==> src/hdl/lfcr_pkg.sv <==
// Package for the LF receiver configuration register bank.
// Assumes an 8-bit internal SFR bus with byte addresses.
package lfcr_pkg;

  // ----------------------------------------------------------------
  // Register offsets
  // ----------------------------------------------------------------
  localparam logic [7:0] OFS_RX_DATA = 8'hA5;
  localparam logic [7:0] OFS_FILT_GAIN = 8'hB6;
  localparam logic [7:0] OFS_THR_DIV = 8'hB7;
  localparam logic [7:0] OFS_PAT_CFG = 8'hC7;
  localparam logic [7:0] OFS_RX_CTRL = 8'hB4;

  // ----------------------------------------------------------------
  // Reset values
  // ----------------------------------------------------------------
  localparam logic [7:0] RST_RX_DATA = 8'h00;
  localparam logic [7:0] RST_FILT_GAIN = 8'h31;
  localparam logic [7:0] RST_THR_DIV = 8'h39;
  localparam logic [7:0] RST_PAT_CFG = 8'h00;
  localparam logic [7:0] RST_RX_CTRL = 8'h00;

  // ----------------------------------------------------------------
  // Writable bit masks (reserved bits clear)
  // ----------------------------------------------------------------
  localparam logic [7:0] MSK_PAT_CFG = 8'h07;
  localparam logic [7:0] MSK_FILT_GAIN = 8'hFB;

  // ----------------------------------------------------------------
  // Field positions
  // ----------------------------------------------------------------
  localparam int PCFG_PSEL = 0;
  localparam int PCFG_LEN_LO = 1;
  localparam int PCFG_LEN_HI = 2;
  localparam int THR_CD_LO = 4;
  localparam int THR_CD_HI = 7;
  localparam int THR_ATT_LO = 2;
  localparam int THR_ATT_HI = 3;
  localparam int THR_DIV_LO = 0;
  localparam int THR_DIV_HI = 1;
  localparam int FLT_DECAY_LO = 6;
  localparam int FLT_DECAY_HI = 7;
  localparam int FLT_SLICER_LO = 4;
  localparam int FLT_SLICER_HI = 5;
  localparam int FLT_GAIN = 3;
  localparam int FLT_DF_LO = 0;
  localparam int FLT_DF_HI = 1;
  localparam int CTL_RECAL = 7;
  localparam int CTL_AGC_OFF = 6;
  localparam int CTL_BBM_LO = 4;
  localparam int CTL_BBM_HI = 5;
  localparam int CTL_TIMER = 3;
  localparam int CTL_ENABLE = 2;
  localparam int CTL_INVERT = 1;
  localparam int CTL_CHOICE = 0;

  // ----------------------------------------------------------------
  // Codes
  // ----------------------------------------------------------------
  localparam logic [1:0] LEN_4BIT = 2'h0;
  localparam logic [1:0] LEN_8BIT = 2'h1;
  localparam logic [1:0] LEN_16BIT = 2'h2;
  localparam logic [1:0] LEN_RSVD = 2'h3;
  localparam logic [1:0] DIV_BY9 = 2'h0;
  localparam logic [1:0] DIV_BY1 = 2'h1;
  localparam logic [1:0] DIV_BY29 = 2'h2;
  localparam logic [1:0] DIV_RSVD = 2'h3;
  localparam logic [1:0] BBM_OFF = 2'h0;

  // Decoder modes as {invert, choice}
  typedef enum logic [1:0] {
    LFCR_DEC_MANCH = 2'h0,
    LFCR_DEC_BIPH0 = 2'h1,
    LFCR_DEC_IMANCH = 2'h2,
    LFCR_DEC_BIPH1 = 2'h3
  } lfcr_dec_t;

endpackage

==> src/hdl/lfcr_stream_if.sv <==
// Valid/ready byte stream between the bank and its buffer.
// Assumes both ends share one clock.
interface lfcr_stream_if #(parameter int W = 8);
  logic valid;
  logic ready;
  logic [W-1:0] data;
  modport src (output valid, output data, input ready);
  modport snk (input valid, input data, output ready);
endinterface

==> src/hdl/lfcr_buf2.sv <==
// Two-entry buffer for decoded receiver bytes.
// Assumes synchronous inputs; asynchronous active-high reset.
module lfcr_buf2 #(
  parameter int W = 8
) (
  input wire logic clk_i,         // System clock
  input wire logic rst_i,         // Async reset, high
  lfcr_stream_if.snk in_s,        // Filling side
  lfcr_stream_if.src out_s        // Draining side
);

  logic [W-1:0] mem_q [2];
  logic [W-1:0] mem_d [2];
  logic [1:0] cnt_q, cnt_d;
  logic rd_q, rd_d;
  logic wr_q, wr_d;
  logic push, pop;
  logic rdy_q, rdy_d;

  // ----------------------------------------------------------------
  // Handshakes and status
  // ----------------------------------------------------------------
  assign in_s.ready = rdy_q;
  assign out_s.valid = (cnt_q != 2'h0);
  assign out_s.data = mem_q[rd_q];
  assign push = in_s.valid && in_s.ready;
  assign pop = out_s.valid && out_s.ready;

  // Next pointer, count and storage
  always_comb begin
    mem_d = mem_q;
    wr_d = wr_q;
    rd_d = rd_q;
    cnt_d = cnt_q;
    if (push) begin
      mem_d[wr_q] = in_s.data;
      wr_d = ~wr_q;
    end
    if (pop) begin
      rd_d = ~rd_q;
    end
    if (push && !pop) begin
      cnt_d = cnt_q + 2'h1;
    end else if (pop && !push) begin
      cnt_d = cnt_q - 2'h1;
    end
    // Ready is registered so the filling side sees a flop
    rdy_d = (cnt_d != 2'h2);
  end

  // Register state
  always_ff @(posedge clk_i or posedge rst_i) begin
    if (rst_i) begin
      mem_q[0] <= '0;
      mem_q[1] <= '0;
      cnt_q <= 2'h0;
      rd_q <= 1'b0;
      wr_q <= 1'b0;
      rdy_q <= 1'b1;
    end else begin
      mem_q <= mem_d;
      cnt_q <= cnt_d;
      rd_q <= rd_d;
      wr_q <= wr_d;
      rdy_q <= rdy_d;
    end
  end
endmodule

==> src/hdl/lfcr_bank.sv <==
// LF wake-up receiver configuration and receive-data registers.
// Assumes the core's SFR bus with one-cycle read and write strobes,
// the pattern matcher, on/off timer and decoder as neighbours.

// Notes on behaviour
// - Length code selects 4, 8 or 16 bit pattern compare; code 11 reserved.
// - Select bit 0: only pattern zero matches cause a wake-up.
// - Select bit 1: a match on either pattern causes a wake-up.
// - Top four threshold bits drive the carrier detector level.
// - Divider code: 00 by 9, 01 by 1, 10 by 29, 11 reserved.
// - Control bit 6 set disables gain control; clear keeps it active.
// - Baseband mode 00 disables the baseband processor.
// - Timer enable 0 keeps receiver on; 1 lets on/off timer gate it.
// - Receiver enable 0 turns the receiver off.
// - Invert bit set inverts receiver data before decoding.
// - Without inversion, choice bit selects Manchester or biphase 0.
// - With inversion, choice bit selects inverted Manchester or biphase 1.
// - Receive data register is read-only and loads the buffered bytes oldest first.
// - Pending flag sets when a new byte lands in receive data.
// - Decode error sets a flag; status read clears it.
module lfcr_bank
  import lfcr_pkg::*;
#(
  parameter int W = 8
) (
  input wire logic clk_i,                    // System clock
  input wire logic rst_i,                    // Async reset, high
  input wire logic [7:0] sfr_addr_i,         // SFR address
  input wire logic [7:0] sfr_wdata_i,        // SFR write data
  input wire logic sfr_wr_i,                 // SFR write strobe
  input wire logic sfr_rd_i,                 // SFR read strobe
  output logic [7:0] sfr_rdata_o,            // SFR read data
  input wire logic match_p0_i,               // Pattern zero matched
  input wire logic match_p1_i,               // Pattern one matched
  output logic pattern_wake_o,               // Pattern wake-up
  output logic [1:0] pattern_length_code_o,  // Compare length code
  output logic [3:0] carrier_threshold_o,    // Detector level
  output logic [1:0] attenuator_threshold_o, // Attenuator code
  output logic [1:0] antenna_divider_o,      // Divider code
  output logic [1:0] gain_decay_slew_o,      // Decay slew code
  output logic [1:0] slicer_filter_o,        // Slicer corner code
  output logic front_end_gain_o,             // Front-end gain
  output logic [1:0] data_filter_o,          // Data filter code
  output logic recal_o,                      // Threshold recal
  output logic agc_enable_o,                 // Gain control active
  output logic [1:0] baseband_mode_o,        // Baseband mode
  output logic baseband_on_o,                // Baseband enabled
  input wire logic timer_on_i,               // On/off timer phase
  output logic receiver_power_o,             // Receiver powered
  input wire logic rx_raw_i,                 // Raw receiver data
  output logic rx_data_o,                    // Data to decoder
  output logic [1:0] decoder_mode_o,         // Decoder selection
  input wire logic [W-1:0] dec_byte_i,       // Decoded byte
  input wire logic dec_valid_i,              // Decoded byte valid
  output logic dec_ready_o,                  // Buffer can take byte
  input wire logic dec_error_i,              // Decode error pulse
  input wire logic status_rd_i,              // Status register read
  output logic byte_pending_flag_o,          // New byte pending
  output logic decode_error_flag_o           // Decode error seen
);

  // ----------------------------------------------------------------
  // Register state
  // ----------------------------------------------------------------
  logic [7:0] pcfg_q, pcfg_d;
  logic [7:0] thr_q, thr_d;
  logic [7:0] filt_q, filt_d;
  logic [7:0] ctrl_q, ctrl_d;
  logic [W-1:0] rxd_q, rxd_d;
  logic pend_q, pend_d;
  logic derr_q, derr_d;
  logic [7:0] rdata_q, rdata_d;
  logic wake_q, wake_d;
  logic power_q, power_d;
  logic data_q, data_d;
  logic agc_q, agc_d;
  logic bbon_q, bbon_d;
  logic wr_pcfg, wr_thr, wr_filt, wr_ctrl, rd_rxd;
  logic drain;

  // Buffer carrier
  lfcr_stream_if #(.W(W)) fill_s ();
  lfcr_stream_if #(.W(W)) drain_s ();

  // ----------------------------------------------------------------
  // Address decode
  // ----------------------------------------------------------------
  assign wr_pcfg = sfr_wr_i && (sfr_addr_i == OFS_PAT_CFG);
  assign wr_thr = sfr_wr_i && (sfr_addr_i == OFS_THR_DIV);
  assign wr_filt = sfr_wr_i && (sfr_addr_i == OFS_FILT_GAIN);
  assign wr_ctrl = sfr_wr_i && (sfr_addr_i == OFS_RX_CTRL);
  assign rd_rxd = sfr_rd_i && (sfr_addr_i == OFS_RX_DATA);

  // ----------------------------------------------------------------
  // Decoded byte buffer
  // ----------------------------------------------------------------
  assign fill_s.valid = dec_valid_i;
  assign fill_s.data = dec_byte_i;
  assign dec_ready_o = fill_s.ready;
  // Drain only when the pending flag is clear, after a receive data or status read
  assign drain_s.ready = !pend_q;
  assign drain = drain_s.valid && drain_s.ready;

  lfcr_buf2 #(.W(W)) u_buf (
    .clk_i(clk_i),
    .rst_i(rst_i),
    .in_s(fill_s),
    .out_s(drain_s)
  );

  // ----------------------------------------------------------------
  // Configuration registers
  // ----------------------------------------------------------------
  // Next values of the writable registers
  always_comb begin
    pcfg_d = pcfg_q;
    thr_d = thr_q;
    filt_d = filt_q;
    ctrl_d = ctrl_q;
    if (wr_pcfg) begin
      pcfg_d = sfr_wdata_i & MSK_PAT_CFG;
      if (sfr_wdata_i[PCFG_LEN_HI:PCFG_LEN_LO] == LEN_RSVD) begin
        pcfg_d[PCFG_LEN_HI:PCFG_LEN_LO] = pcfg_q[PCFG_LEN_HI:PCFG_LEN_LO];
      end
    end
    if (wr_thr) begin
      thr_d = sfr_wdata_i;
      if (sfr_wdata_i[THR_DIV_HI:THR_DIV_LO] == DIV_RSVD) begin
        thr_d[THR_DIV_HI:THR_DIV_LO] = thr_q[THR_DIV_HI:THR_DIV_LO];
      end
    end
    if (wr_filt) begin
      filt_d = sfr_wdata_i & MSK_FILT_GAIN;
    end
    if (wr_ctrl) begin
      ctrl_d = sfr_wdata_i;
    end
    // Decoded control outputs follow the next control value
    agc_d = !ctrl_d[CTL_AGC_OFF];
    bbon_d = (ctrl_d[CTL_BBM_HI:CTL_BBM_LO] != BBM_OFF);
  end

  // Register the configuration
  always_ff @(posedge clk_i or posedge rst_i) begin
    if (rst_i) begin
      pcfg_q <= RST_PAT_CFG;
      thr_q <= RST_THR_DIV;
      filt_q <= RST_FILT_GAIN;
      ctrl_q <= RST_RX_CTRL;
      agc_q <= !RST_RX_CTRL[CTL_AGC_OFF];
      bbon_q <= (RST_RX_CTRL[CTL_BBM_HI:CTL_BBM_LO] != BBM_OFF);
    end else begin
      pcfg_q <= pcfg_d;
      thr_q <= thr_d;
      filt_q <= filt_d;
      ctrl_q <= ctrl_d;
      agc_q <= agc_d;
      bbon_q <= bbon_d;
    end
  end

  // ----------------------------------------------------------------
  // Receive data and flags
  // ----------------------------------------------------------------
  // Byte capture, pending and error flags; a set beats a clear
  always_comb begin
    rxd_d = rxd_q;
    pend_d = pend_q;
    derr_d = derr_q;
    if (rd_rxd || status_rd_i) begin
      pend_d = 1'b0;
    end
    if (drain) begin
      rxd_d = drain_s.data;
      pend_d = 1'b1;
    end
    if (status_rd_i) begin
      derr_d = 1'b0;
    end
    if (dec_error_i) begin
      derr_d = 1'b1;
    end
  end

  // Register data and flags
  always_ff @(posedge clk_i or posedge rst_i) begin
    if (rst_i) begin
      rxd_q <= RST_RX_DATA[W-1:0];
      pend_q <= 1'b0;
      derr_q <= 1'b0;
    end else begin
      rxd_q <= rxd_d;
      pend_q <= pend_d;
      derr_q <= derr_d;
    end
  end

  // ----------------------------------------------------------------
  // Read path
  // ----------------------------------------------------------------
  // Read mux; unmapped addresses return zero
  always_comb begin
    rdata_d = 8'h00;
    if (sfr_rd_i) begin
      unique case (sfr_addr_i)
        OFS_PAT_CFG: rdata_d = pcfg_q;
        OFS_THR_DIV: rdata_d = thr_q;
        OFS_FILT_GAIN: rdata_d = filt_q;
        OFS_RX_CTRL: rdata_d = ctrl_q;
        OFS_RX_DATA: rdata_d = 8'(rxd_q);
        default: rdata_d = 8'h00;
      endcase
    end
  end

  // Register read data
  always_ff @(posedge clk_i or posedge rst_i) begin
    if (rst_i) begin
      rdata_q <= 8'h00;
    end else begin
      rdata_q <= rdata_d;
    end
  end

  // ----------------------------------------------------------------
  // Receiver gating, wake-up and data path
  // ----------------------------------------------------------------
  // Next wake, power and data values
  always_comb begin
    wake_d = match_p0_i || (pcfg_q[PCFG_PSEL] && match_p1_i);
    power_d = 1'b0;
    if (ctrl_q[CTL_ENABLE]) begin
      power_d = !ctrl_q[CTL_TIMER] || timer_on_i;
    end
    data_d = rx_raw_i ^ ctrl_q[CTL_INVERT];
  end

  // Register the derived outputs
  always_ff @(posedge clk_i or posedge rst_i) begin
    if (rst_i) begin
      wake_q <= 1'b0;
      power_q <= 1'b0;
      data_q <= 1'b0;
    end else begin
      wake_q <= wake_d;
      power_q <= power_d;
      data_q <= data_d;
    end
  end

  // ----------------------------------------------------------------
  // Outputs
  // ----------------------------------------------------------------
  assign sfr_rdata_o = rdata_q;
  assign pattern_wake_o = wake_q;
  assign pattern_length_code_o = pcfg_q[PCFG_LEN_HI:PCFG_LEN_LO];
  assign carrier_threshold_o = thr_q[THR_CD_HI:THR_CD_LO];
  assign attenuator_threshold_o = thr_q[THR_ATT_HI:THR_ATT_LO];
  assign antenna_divider_o = thr_q[THR_DIV_HI:THR_DIV_LO];
  assign gain_decay_slew_o = filt_q[FLT_DECAY_HI:FLT_DECAY_LO];
  assign slicer_filter_o = filt_q[FLT_SLICER_HI:FLT_SLICER_LO];
  assign front_end_gain_o = filt_q[FLT_GAIN];
  assign data_filter_o = filt_q[FLT_DF_HI:FLT_DF_LO];
  assign recal_o = ctrl_q[CTL_RECAL];
  assign agc_enable_o = agc_q;
  assign baseband_mode_o = ctrl_q[CTL_BBM_HI:CTL_BBM_LO];
  assign baseband_on_o = bbon_q;
  assign receiver_power_o = power_q;
  assign rx_data_o = data_q;
  // Decoder mode pairs invert and choice bits
  assign decoder_mode_o = {ctrl_q[CTL_INVERT], ctrl_q[CTL_CHOICE]};
  assign byte_pending_flag_o = pend_q;
  assign decode_error_flag_o = derr_q;
endmodule

==> config.mk <==
export PLATFORM = sky130hd
export DESIGN_NAME = lfcr_bank
export DESIGN_NICKNAME = d
export VERILOG_FILES = /design/src/hdl/lfcr_pkg.sv /design/src/hdl/lfcr_stream_if.sv /design/src/hdl/lfcr_buf2.sv /design/src/hdl/lfcr_bank.sv
export SDC_FILE = /design/constraint.sdc
export NUM_CORES = 1
export LEC_CHECK = 0
export CELL_PAD_IN_SITES_DETAIL_PLACEMENT = 1
export CELL_PAD_IN_SITES_GLOBAL_PLACEMENT = 1
export CORE_ASPECT_RATIO = 1.5
export CORE_UTILIZATION = 45
export CTS_CLUSTER_SIZE = 16
export DETAILED_ROUTE_END_ITERATION = 10
export DONT_BUFFER_PORTS = 1
export PLACE_DENSITY = 0.74
export SKIP_LAST_GASP = 1
export SLEW_MARGIN = 10
export SYNTH_ARGS = -nofsm -noshare
export SYNTH_HDL_FRONTEND = slang
export SYNTH_SLANG_ARGS = --single-unit
==> constraint.sdc <==
create_clock -name clk_i -period 4.29 [get_ports clk_i]
set_input_delay 0.429 -clock clk_i [delete_from_list [all_inputs] [get_ports clk_i]]
set_output_delay 0.429 -clock clk_i [all_outputs]
set_load 0.005 [all_outputs]
==> results.json, run 1 <==
{
  "cts_max_level": 3,
  "remaining_drc_errors": 0,
  "setup.worst_path.end": "u_buf.in_s.ready",
  "design.die.area_mm2": 0.00725,
  "critical_path.startpoint_type": "register",
  "num-fill-cells": 676,
  "cts.repair_timing.setup_buffer_count": 0,
  "worstPathMaxFanout": 20,
  "synth-warning-count": 0,
  "post_route_cells_drive_above_1_share": 0.295,
  "max_slew.worst_pin.slew_ps": 765,
  "drc_violation_total_after_the_first_tritonroute_iteration": 104,
  "finish.utilization": 0.508,
  "crit_arrival_ps": 2130,
  "grt_util_all_layers": 0.194,
  "synth_area_per_cell_um2": 12.7,
  "die_height_um": 104,
  "timing.setup.critical_path_class": "reg2reg",
  "final-hold-violation-count": 0,
  "route.vias.total": 1831,
  "power_per_cell_area_mw_per_mm2": 587,
  "post-route-period-util": 0.433,
  "route.detailed.wl_per_inst_um": 19.9,
  "clk_pin_slew_ps": 70,
  "cts_tree": "yes",
  "numCtsBuffers": 9,
  "hold_class": "in2async",
  "ys_seq_elements": 70,
  "peakVddDrop_mv": 0.273,
  "placementRows": 36,
  "post-route-min-period_ps": 1860,
  "status": "finished clean",
  "via_per_inst": 5.72,
  "r2r.worst_path.cells": 6,
  "globalRoute.totalOverflow": 0,
  "drtAntennaViolNets": 0,
  "ctsResizeCount": 0,
  "max_clock_freq_mhz": 539,
  "report.final.setup_viol": 0,
  "drv_slew": 0,
  "clockBufferDepth": 2,
  "worst_ep_required_time_ps": 4560,
  "grt_max_degree": 37,
  "gpl.final_weighted_congestion": 0.726,
  "placeableCoreArea_mm2": 0.00658,
  "final.setup.tns_ps": 0,
  "endpoint_class_of_the_critical_path": "register",
  "first_pass_iters": 4,
  "final.hold.worst_slack_ps": 74.1,
  "routed_wl_mm": 6.37,
  "cts.sink_count": 70,
  "setup_repair_after_global_routing_missed_its_margin": "false",
  "antenna_violations_before_repair": 0,
  "clk_latency_ps": 350,
  "dpl-instance-area_mm2": 0.00310,
  "layout.cell_area.non_filler_mm2": 0.00334,
  "crit-reg2reg-launch": "u_buf.cnt_q[0]",
  "max_cap_violations": 0,
  "io_buffers": 0,
  "post-dp-hpwl_mm": 4.51,
  "area_growth_syn_to_layout_pct": 7.53,
  "final_net_count": 275,
  "grt_pass1_vias": 2093,
  "io-pin-count": 73,
  "setup.worst_path.start": "u_buf.cnt_q[0]",
  "synth_cell_types": 44,
  "slew-limit-headroom": 0.490,
  "power.leakage_uw": 0.00155,
  "final_clock_skew_ps": 8.46,
  "ctsHoldBuffers": 0,
  "grt_first_pass_wirelength_mm": 10.7,
  "mappedNetlistArea_mm2": 0.00311,
  "starting_density": 0.472,
  "reg2reg_to": "u_buf.in_s.ready",
  "worst-r2r-setup-slack_ps": 2430,
  "ys_seq_area_frac": 0.567,
  "n_antenna_cell": 0,
  "synth_fp_nets": 280,
  "die-width_um": 69.8,
  "clockRootBuffer": "clkbuf_8",
  "synth_cells": 244
}
Yosys cell counts (all sizes together):
library cell	instances	area, um2
nor2b	1	6.26
and2	2	15.0
a211o	1	8.76
a221o	1	10.0
mux2	38	428
o21ai	3	15.0
or2	1	6.26
o2111ai	1	15.0
a22o	1	8.76
nand3	2	15.0
nor2	23	86.3
and3	5	31.3
a22oi	5	37.5
o2bb2ai	4	35.0
a222oi	1	10.0
o211a	1	10.0
mux2i	17	170
a21oi	13	65.1
and3b	2	17.5
nand2b	1	6.26
o31ai	1	7.51
inv	6	22.5
nand2	7	26.3
ha	1	12.5
xor2	3	26.3
a21o	2	15.0
o211ai	1	7.51
nor3b	2	15.0
dfrtp	61	1530
a21boi	1	7.51
o22a	4	35.0
a31o	1	8.76
clkbuf	2	7.51
dfstp	9	236
buf	15	97.6
xnor2	2	17.5
nand4	3	40.0
registers in the layout, indices dropped and copies added, names as in the netlist, 2 cells and up:
register and count:
ctrl_q 8, filt_q 7, pcfg_q 3, rxd_q 8, sfr_rdata_o 8, thr_q 8
u_buf.cnt_q 2, u_buf.mem_q 16
worst min-delay path by stage:
stage / start / to / slack (ps) / cells past startpoint
after global routing: sfr_wdata_i[6] / agc_enable_o / 110 / 1
final: rst_i / pcfg_q[0] / 70 / 1
after detailed placement: ctrl_q[6] / agc_enable_o / 450 / 1
after CTS: rst_i / sfr_rdata_o[1] / 80 / 1
after floorplan: ctrl_q[6] / agc_enable_o / 410 / 1
after global placement: ctrl_q[6] / agc_enable_o / 440 / 1
per-stage QoR:
stage	instances	setup slack, ps	power, uW
finish	320	2430	1960
global placement	304	2180	1340
detailed placement	304	2090	1360
CTS	320	2070	1990
global route	320	2270	2080
floorplan	244	2110	1280
cells in the final DEF, fill, tap and decap left out, types with 5 or more instances in the layout:
cell type,n
mux2i_1,17
dfstp_2,9
and3_1,5
nand2_1,7
clkbuf_8,12
nor2_1,22
mux2_2,38
dfrtp_1,61
a21oi_1,13
inv_1,5
a22oi_1,5
critical path, stage by stage, from the launching register on:
cell,delay (ps)
dfrtp_1,360
inv_1,50
ha_1,220
nor2_2,600
a21oi_1,140
o31ai_1,310
nand2b_1,100
per-layer routing:
| layer | vias to the layer above | share of wire | track usage |
|---|---|---|---|
| met3 | 8 | 0.051 | 0.0691 |
| met5 | - | 0 | 0 |
| li1 | 851 | - | - |
| met2 | 50 | 0.52 | 0.318 |
| met4 | 0 | 0.019 | 0.0857 |
| met1 | 922 | 0.41 | 0.226 |
final cells by class:
type | count | area (um2) | area share
multi-input combinational | 151 | 1220 | 0.365
tap | 76 | 95.1 | 0.0285
inverter | 6 | 22.5 | 0.00674
timing repair buffer | 1 | 7.51 | 0.00225
clock inverter | 3 | 65.1 | 0.0195
clock buffer | 13 | 169 | 0.0506
sequential | 70 | 1760 | 0.528
cells by family after synthesis:
| group | count (synthesis) | synth area share |
|---|---|---|
| simple gates | 49 | 0.0854 |
| xor+xnor | 5 | 0.0141 |
| compound gates | 41 | 0.0954 |
| buf+inv | 23 | 0.0411 |
| mux | 55 | 0.193 |
| fa+ha+maj | 1 | 0.00403 |
| flops | 70 | 0.567 |
where the power goes:
group	switching (uW)	internal (uW)
Clock	241	374
Combinational	192	212
Sequential	114	829
Total	547	1420
(Power assumes the default switching activity.)
==> run 2: changes to the inputs <==
Settings changed: PLACE_DENSITY 0.74 to 0.77.
Clock period 4.29 ns to 1.7 ns, I/O delays scaled along.
==> run 2 against run 1 <==
Net effect:
- global-route usage increased by 1.2 points
- total power increased to 2.5 times the previous value
- utilization increased by 3.5 points
- sequential power increased to 2.5 times the previous value
- via count increased by 8.0%
- routed wire length increased by 5.4%
- sequential share of layout area decreased by 3.4 points
- register-to-register slack got worse by 2300 ps
- combinational power increased to 2.7 times the previous value
- count of clock-buffer cells in the layout decreased by 3
- clock skew increased by 1.8 ps
- maximum frequency increased by 22%
- critical path type unchanged
- largest cell class unchanged
- highest routed layer unchanged
==> results.json, run 2 (same netlist as run 1, synthesis figures left out) <==
{
  "status": "finished clean",
  "hold_class": "in2reg",
  "peakVddDrop_mv": 0.606,
  "drtAntennaViolNets": 0,
  "clockRootBuffer": "clkbuf_8",
  "report.power.total_uw": 4920,
  "largest_reg_flops": 16,
  "die-width_um": 69.8,
  "n_antenna_cell": 0,
  "power_per_cell_area_mw_per_mm2": 1380,
  "drc_violation_total_after_the_first_tritonroute_iteration": 66,
  "worst_ep_required_time_ps": 1930,
  "post-dp-hpwl_mm": 4.60,
  "globalRoute.totalOverflow": 0,
  "endpoint_class_of_the_critical_path": "register",
  "antenna_violations_before_repair": 0,
  "crit_arrival_ps": 1750,
  "cts_max_level": 3,
  "max_slew.worst_pin.slew_ps": 470,
  "finish.utilization": 0.543,
  "final-hold-violation-count": 0,
  "worst_hold_startpoint": "sfr_wdata_i[4]",
  "die_height_um": 104,
  "placementRows": 36,
  "slew-limit-headroom": 0.687,
  "cts.sink_count": 70,
  "clk_pin_slew_ps": 80,
  "final_clock_skew_ps": 10.3,
  "max_cap_violations": 0,
  "cts.repair_timing.setup_buffer_count": 0,
  "drv_slew": 0,
  "report.final.setup_viol": 0,
  "largest_register": "u_buf.mem_q",
  "area_growth_syn_to_layout_pct": 14.9,
  "critPathMaxStageDelay_ps": 580,
  "setup_repair_after_global_routing_missed_its_margin": "false",
  "final_net_count": 299,
  "starting_density": 0.472,
  "min_to": "baseband_on_o",
  "ctsResizeCount": 0,
  "reg2reg_to": "u_buf.mem_q[11]",
  "gpl.final_weighted_congestion": 0.751,
  "min_delay_path_depth": 2,
  "final.setup.tns_ps": 0,
  "route.detailed.wl_per_inst_um": 19.5,
  "routed_wl_mm": 6.71,
  "post-route-period-util": 0.893,
  "route.vias.total": 1977,
  "grt_first_pass_wirelength_mm": 11.5,
  "crit-reg2reg-launch": "u_buf.in_s.ready",
  "via_per_inst": 5.75,
  "remaining_drc_errors": 0,
  "numCtsBuffers": 9,
  "first_pass_iters": 4,
  "grt_max_degree": 71,
  "io-pin-count": 73,
  "clk_latency_ps": 350,
  "ctsHoldBuffers": 22,
  "num-fill-cells": 679,
  "max_clock_freq_mhz": 659,
  "power.leakage_uw": 0.00163,
  "post_route_cells_drive_above_1_share": 0.272,
  "cts_tree": "yes",
  "post-route-min-period_ps": 1520,
  "worst-r2r-setup-slack_ps": 180,
  "r2r.worst_path.cells": 3,
  "grt_util_all_layers": 0.206,
  "io_buffers": 0,
  "timing.setup.critical_path_class": "reg2reg",
  "critical_path.startpoint_type": "register",
  "clockBufferDepth": 2,
  "crit_chain": "nand2_1 > or2_2 > mux2_2",
  "design.die.area_mm2": 0.00725,
  "commonest_non_fill_non_tap_cells_in_the_layout": "dfrtp_1, mux2_2, nor2_1",
  "critical-path-slowest-cell": "dfstp_2",
  "final.hold.worst_slack_ps": 9.58,
  "grt_pass1_vias": 2252,
  "placeableCoreArea_mm2": 0.00658,
  "worstPathMaxFanout": 9,
  "final_common_cell": "dfrtp_1"
}
## run 2: metrics by stage
step	worst slack (ps)	cell area [um2]	cells
5_1_grt	113	3570	344
3_5_place_dp	101	3140	306
4_1_cts	175	3570	344
2_1_floorplan	233	3110	244
6_report	182	3570	344
3_3_place_gp	154	3140	306
## run 2: where the power goes
part	leakage, uW	switching, uW	internal [uW]
registers	0.000865	291	2090
clock network	0.0000985	630	823
logic	0.000665	499	588
## run 2: layout make-up
cell class                 count  area, um2  share of cell area
clock buffer                  10        128              0.0357
clock inverter                 6       87.6              0.0245
inverter                       6       26.3             0.00736
multi-input combinational    151       1220               0.341
sequential                    70       1760               0.494
tap                           76       95.1              0.0266
timing repair buffer          25        255              0.0715
## run 2: worst max path at each step
stage                                 from              end  slack [ps]  depth (start not counted)
after floorplan           u_buf.in_s.ready  u_buf.mem_q[10]         230                          4
after global placement       sfr_addr_i[3]        ctrl_q[7]         150                          4
after detailed placement     sfr_addr_i[3]        ctrl_q[7]         100                          4
after CTS                 u_buf.in_s.ready  u_buf.mem_q[11]         170                          3
after global routing      u_buf.in_s.ready   u_buf.mem_q[9]         110                          3
final                     u_buf.in_s.ready  u_buf.mem_q[11]         180                          3
## run 2: critical path: cells and delay by family (launching register included)
| family | cells | cell delay, ps |
|---|---|---|
| multiplexers | 1 | 300 |
| flip-flops | 1 | 580 |
| AND/OR/NAND/NOR | 2 | 520 |
## run 2: routing by layer
| metal | vias to the layer above | wire length, um | track usage |
|---|---|---|---|
| li1 | 902 | - | - |
| met1 | 1021 | 2550 | 0.222 |
| met2 | 46 | 3780 | 0.374 |
| met3 | 8 | 272 | 0.0564 |
| met4 | 0 | 105 | 0.0771 |
| met5 | - | 0 | 0 |
==> run 3: changes to the inputs <==
--- a/config.mk
+++ b/config.mk
@@ -14,5 +14,4 @@
 export DONT_BUFFER_PORTS = 1
 export PLACE_DENSITY = 0.77
-export SKIP_LAST_GASP = 1
 export SLEW_MARGIN = 10
 export SYNTH_ARGS = -nofsm -noshare
==> constraint.sdc (replaced) <==
create_clock -name clk_i -period 1.7 [get_ports clk_i]
set_input_delay 0.17 -clock clk_i [delete_from_list [all_inputs] [get_ports clk_i]]
set_output_delay 0.17 -clock clk_i [all_outputs]
set_load 0.01 [all_outputs]
==> run 3 against run 2 <==
Net effect:
- critical path depth unchanged
- global-route usage decreased by 0.75 points
- setup slack got worse by 14 ps
- largest power group unchanged
==> results.json, run 3 (same netlist as run 1, synthesis figures left out) <==
{
  "routed_wl_mm": 6.66,
  "reg2reg_to": "u_buf.mem_q[13]",
  "ctsResizeCount": 0,
  "globalRoute.totalOverflow": 0,
  "worst_ep_required_time_ps": 1930,
  "power_per_cell_area_mw_per_mm2": 1400,
  "post-dp-hpwl_mm": 4.46,
  "clockBufferDepth": 2,
  "drv_slew": 0,
  "max_cap_violations": 0,
  "finish.utilization": 0.546,
  "cts_max_level": 3,
  "io_buffers": 0,
  "clk_latency_ps": 340,
  "critical_path.startpoint_type": "register",
  "design.die.area_mm2": 0.00725,
  "largest_register": "u_buf.mem_q",
  "power.leakage_uw": 0.00165,
  "cts.repair_timing.setup_buffer_count": 0,
  "worst_hold_startpoint": "sfr_wdata_i[0]",
  "starting_density": 0.472,
  "gpl.final_weighted_congestion": 0.761,
  "placeableCoreArea_mm2": 0.00658,
  "final-hold-violation-count": 0,
  "grt_max_degree": 71,
  "io-pin-count": 73,
  "cts.sink_count": 70,
  "drc_violation_total_after_the_first_tritonroute_iteration": 101,
  "grt_first_pass_wirelength_mm": 11.2,
  "drtAntennaViolNets": 0,
  "cts_tree": "yes",
  "placementRows": 36,
  "via_per_inst": 5.72,
  "worst-r2r-setup-slack_ps": 170,
  "grt_util_all_layers": 0.198,
  "worst_slack_ps": 168,
  "clockRootBuffer": "clkbuf_8",
  "crit_arrival_ps": 1760,
  "status": "finished clean",
  "numCtsBuffers": 9,
  "die-width_um": 69.8,
  "first_pass_iters": 4,
  "slew-limit-headroom": 0.689,
  "remaining_drc_errors": 0,
  "min_to": "thr_q[0]",
  "final_clock_skew_ps": 7.13,
  "commonest_non_fill_non_tap_cells_in_the_layout": "dfrtp_1, mux2_2, nor2_1",
  "num-fill-cells": 660,
  "hold_class": "in2reg",
  "report.final.setup_viol": 0,
  "endpoint_class_of_the_critical_path": "register",
  "route.vias.total": 1968,
  "final.setup.tns_ps": 0,
  "min_delay_path_depth": 1,
  "max_clock_freq_mhz": 653,
  "r2r.worst_path.cells": 3,
  "final_net_count": 299,
  "final_common_cell": "dfrtp_1",
  "largest_reg_flops": 16,
  "setup_repair_after_global_routing_missed_its_margin": "false",
  "clk_pin_slew_ps": 70,
  "grt_pass1_vias": 2161,
  "route.detailed.wl_per_inst_um": 19.3,
  "antenna_violations_before_repair": 0,
  "pre_cts_slack_ps": 126,
  "die_height_um": 104,
  "peakVddDrop_mv": 0.715,
  "n_antenna_cell": 0,
  "timing.setup.critical_path_class": "reg2reg",
  "crit-reg2reg-launch": "u_buf.in_s.ready",
  "max_slew.worst_pin.slew_ps": 467,
  "area_growth_syn_to_layout_pct": 15.5,
  "post-route-period-util": 0.901,
  "worstPathMaxFanout": 9,
  "post_route_cells_drive_above_1_share": 0.276,
  "post-route-min-period_ps": 1530
}
-- run 3: cell count changes in the layout (fill, tap and decap cells not counted) --
| cell | delta |
|---|---|
| clkbuf_1 | -1 |
| clkinv_4 | +1 |
| clkinvlp_4 | -2 |
| clkbuf_8 | +2 |
-- run 3: through the flow --
stage / total power [uW] / cell area, um2 / std cells / hold WS, ps
after global placement: 3400 / 3140 / 306 / 171
after CTS: 5060 / 3590 / 344 / 17.7
after detailed placement: 3470 / 3140 / 306 / 177
after floorplan: 3260 / 3110 / 244 / 225
after global routing: 5310 / 3590 / 344 / 7.82
final: 5020 / 3590 / 344 / 23.6
-- run 3: report_power, final --
group / switching (uW) / internal (uW) / leakage, uW / total (uW)
combinational: 487 / 588 / 0.000665 / 1080
clock: 636 / 906 / 0.000116 / 1540
sequential: 310 / 2090 / 0.000865 / 2400
-- run 3: worst max-delay path: stages (launching register included) --
cell	delay, ps
dfstp_2	590
nand2_1	120
or2_2	400
mux2_2	300
-- run 3: worst max path at each step --
stage                          start              end
floorplan           u_buf.in_s.ready  u_buf.mem_q[10]
global placement       sfr_addr_i[3]        ctrl_q[6]
detailed placement     sfr_addr_i[3]        ctrl_q[7]
CTS                 u_buf.in_s.ready   u_buf.mem_q[8]
global route        u_buf.in_s.ready  u_buf.mem_q[13]
finish              u_buf.in_s.ready  u_buf.mem_q[13]
-- run 3: final cells by class --
class                   count  area [um2]  area share
flip-flops and latches     70        1760       0.491
repair buffers             25         255      0.0711
inverters                   6        26.3     0.00732
clock inverters             5        81.3      0.0227
well taps                  76        95.1      0.0265
multi-input cells         151        1220       0.339
clock buffers              11         151      0.0422
-- run 3: repair_timing --
item                       CTS  global route
hold buffers                22             0
hold endpoints to repair   108             0
setup endpoints to repair    0             0
-- run 3: per-layer routing --
metal	vias to the layer above	part of all wire	global-route usage
met3	11	0.042	0.0545
li1	901	-	-
met2	49	0.55	0.350
met4	0	0.017	0.0771
met1	1007	0.39	0.223
met5	-	0	0
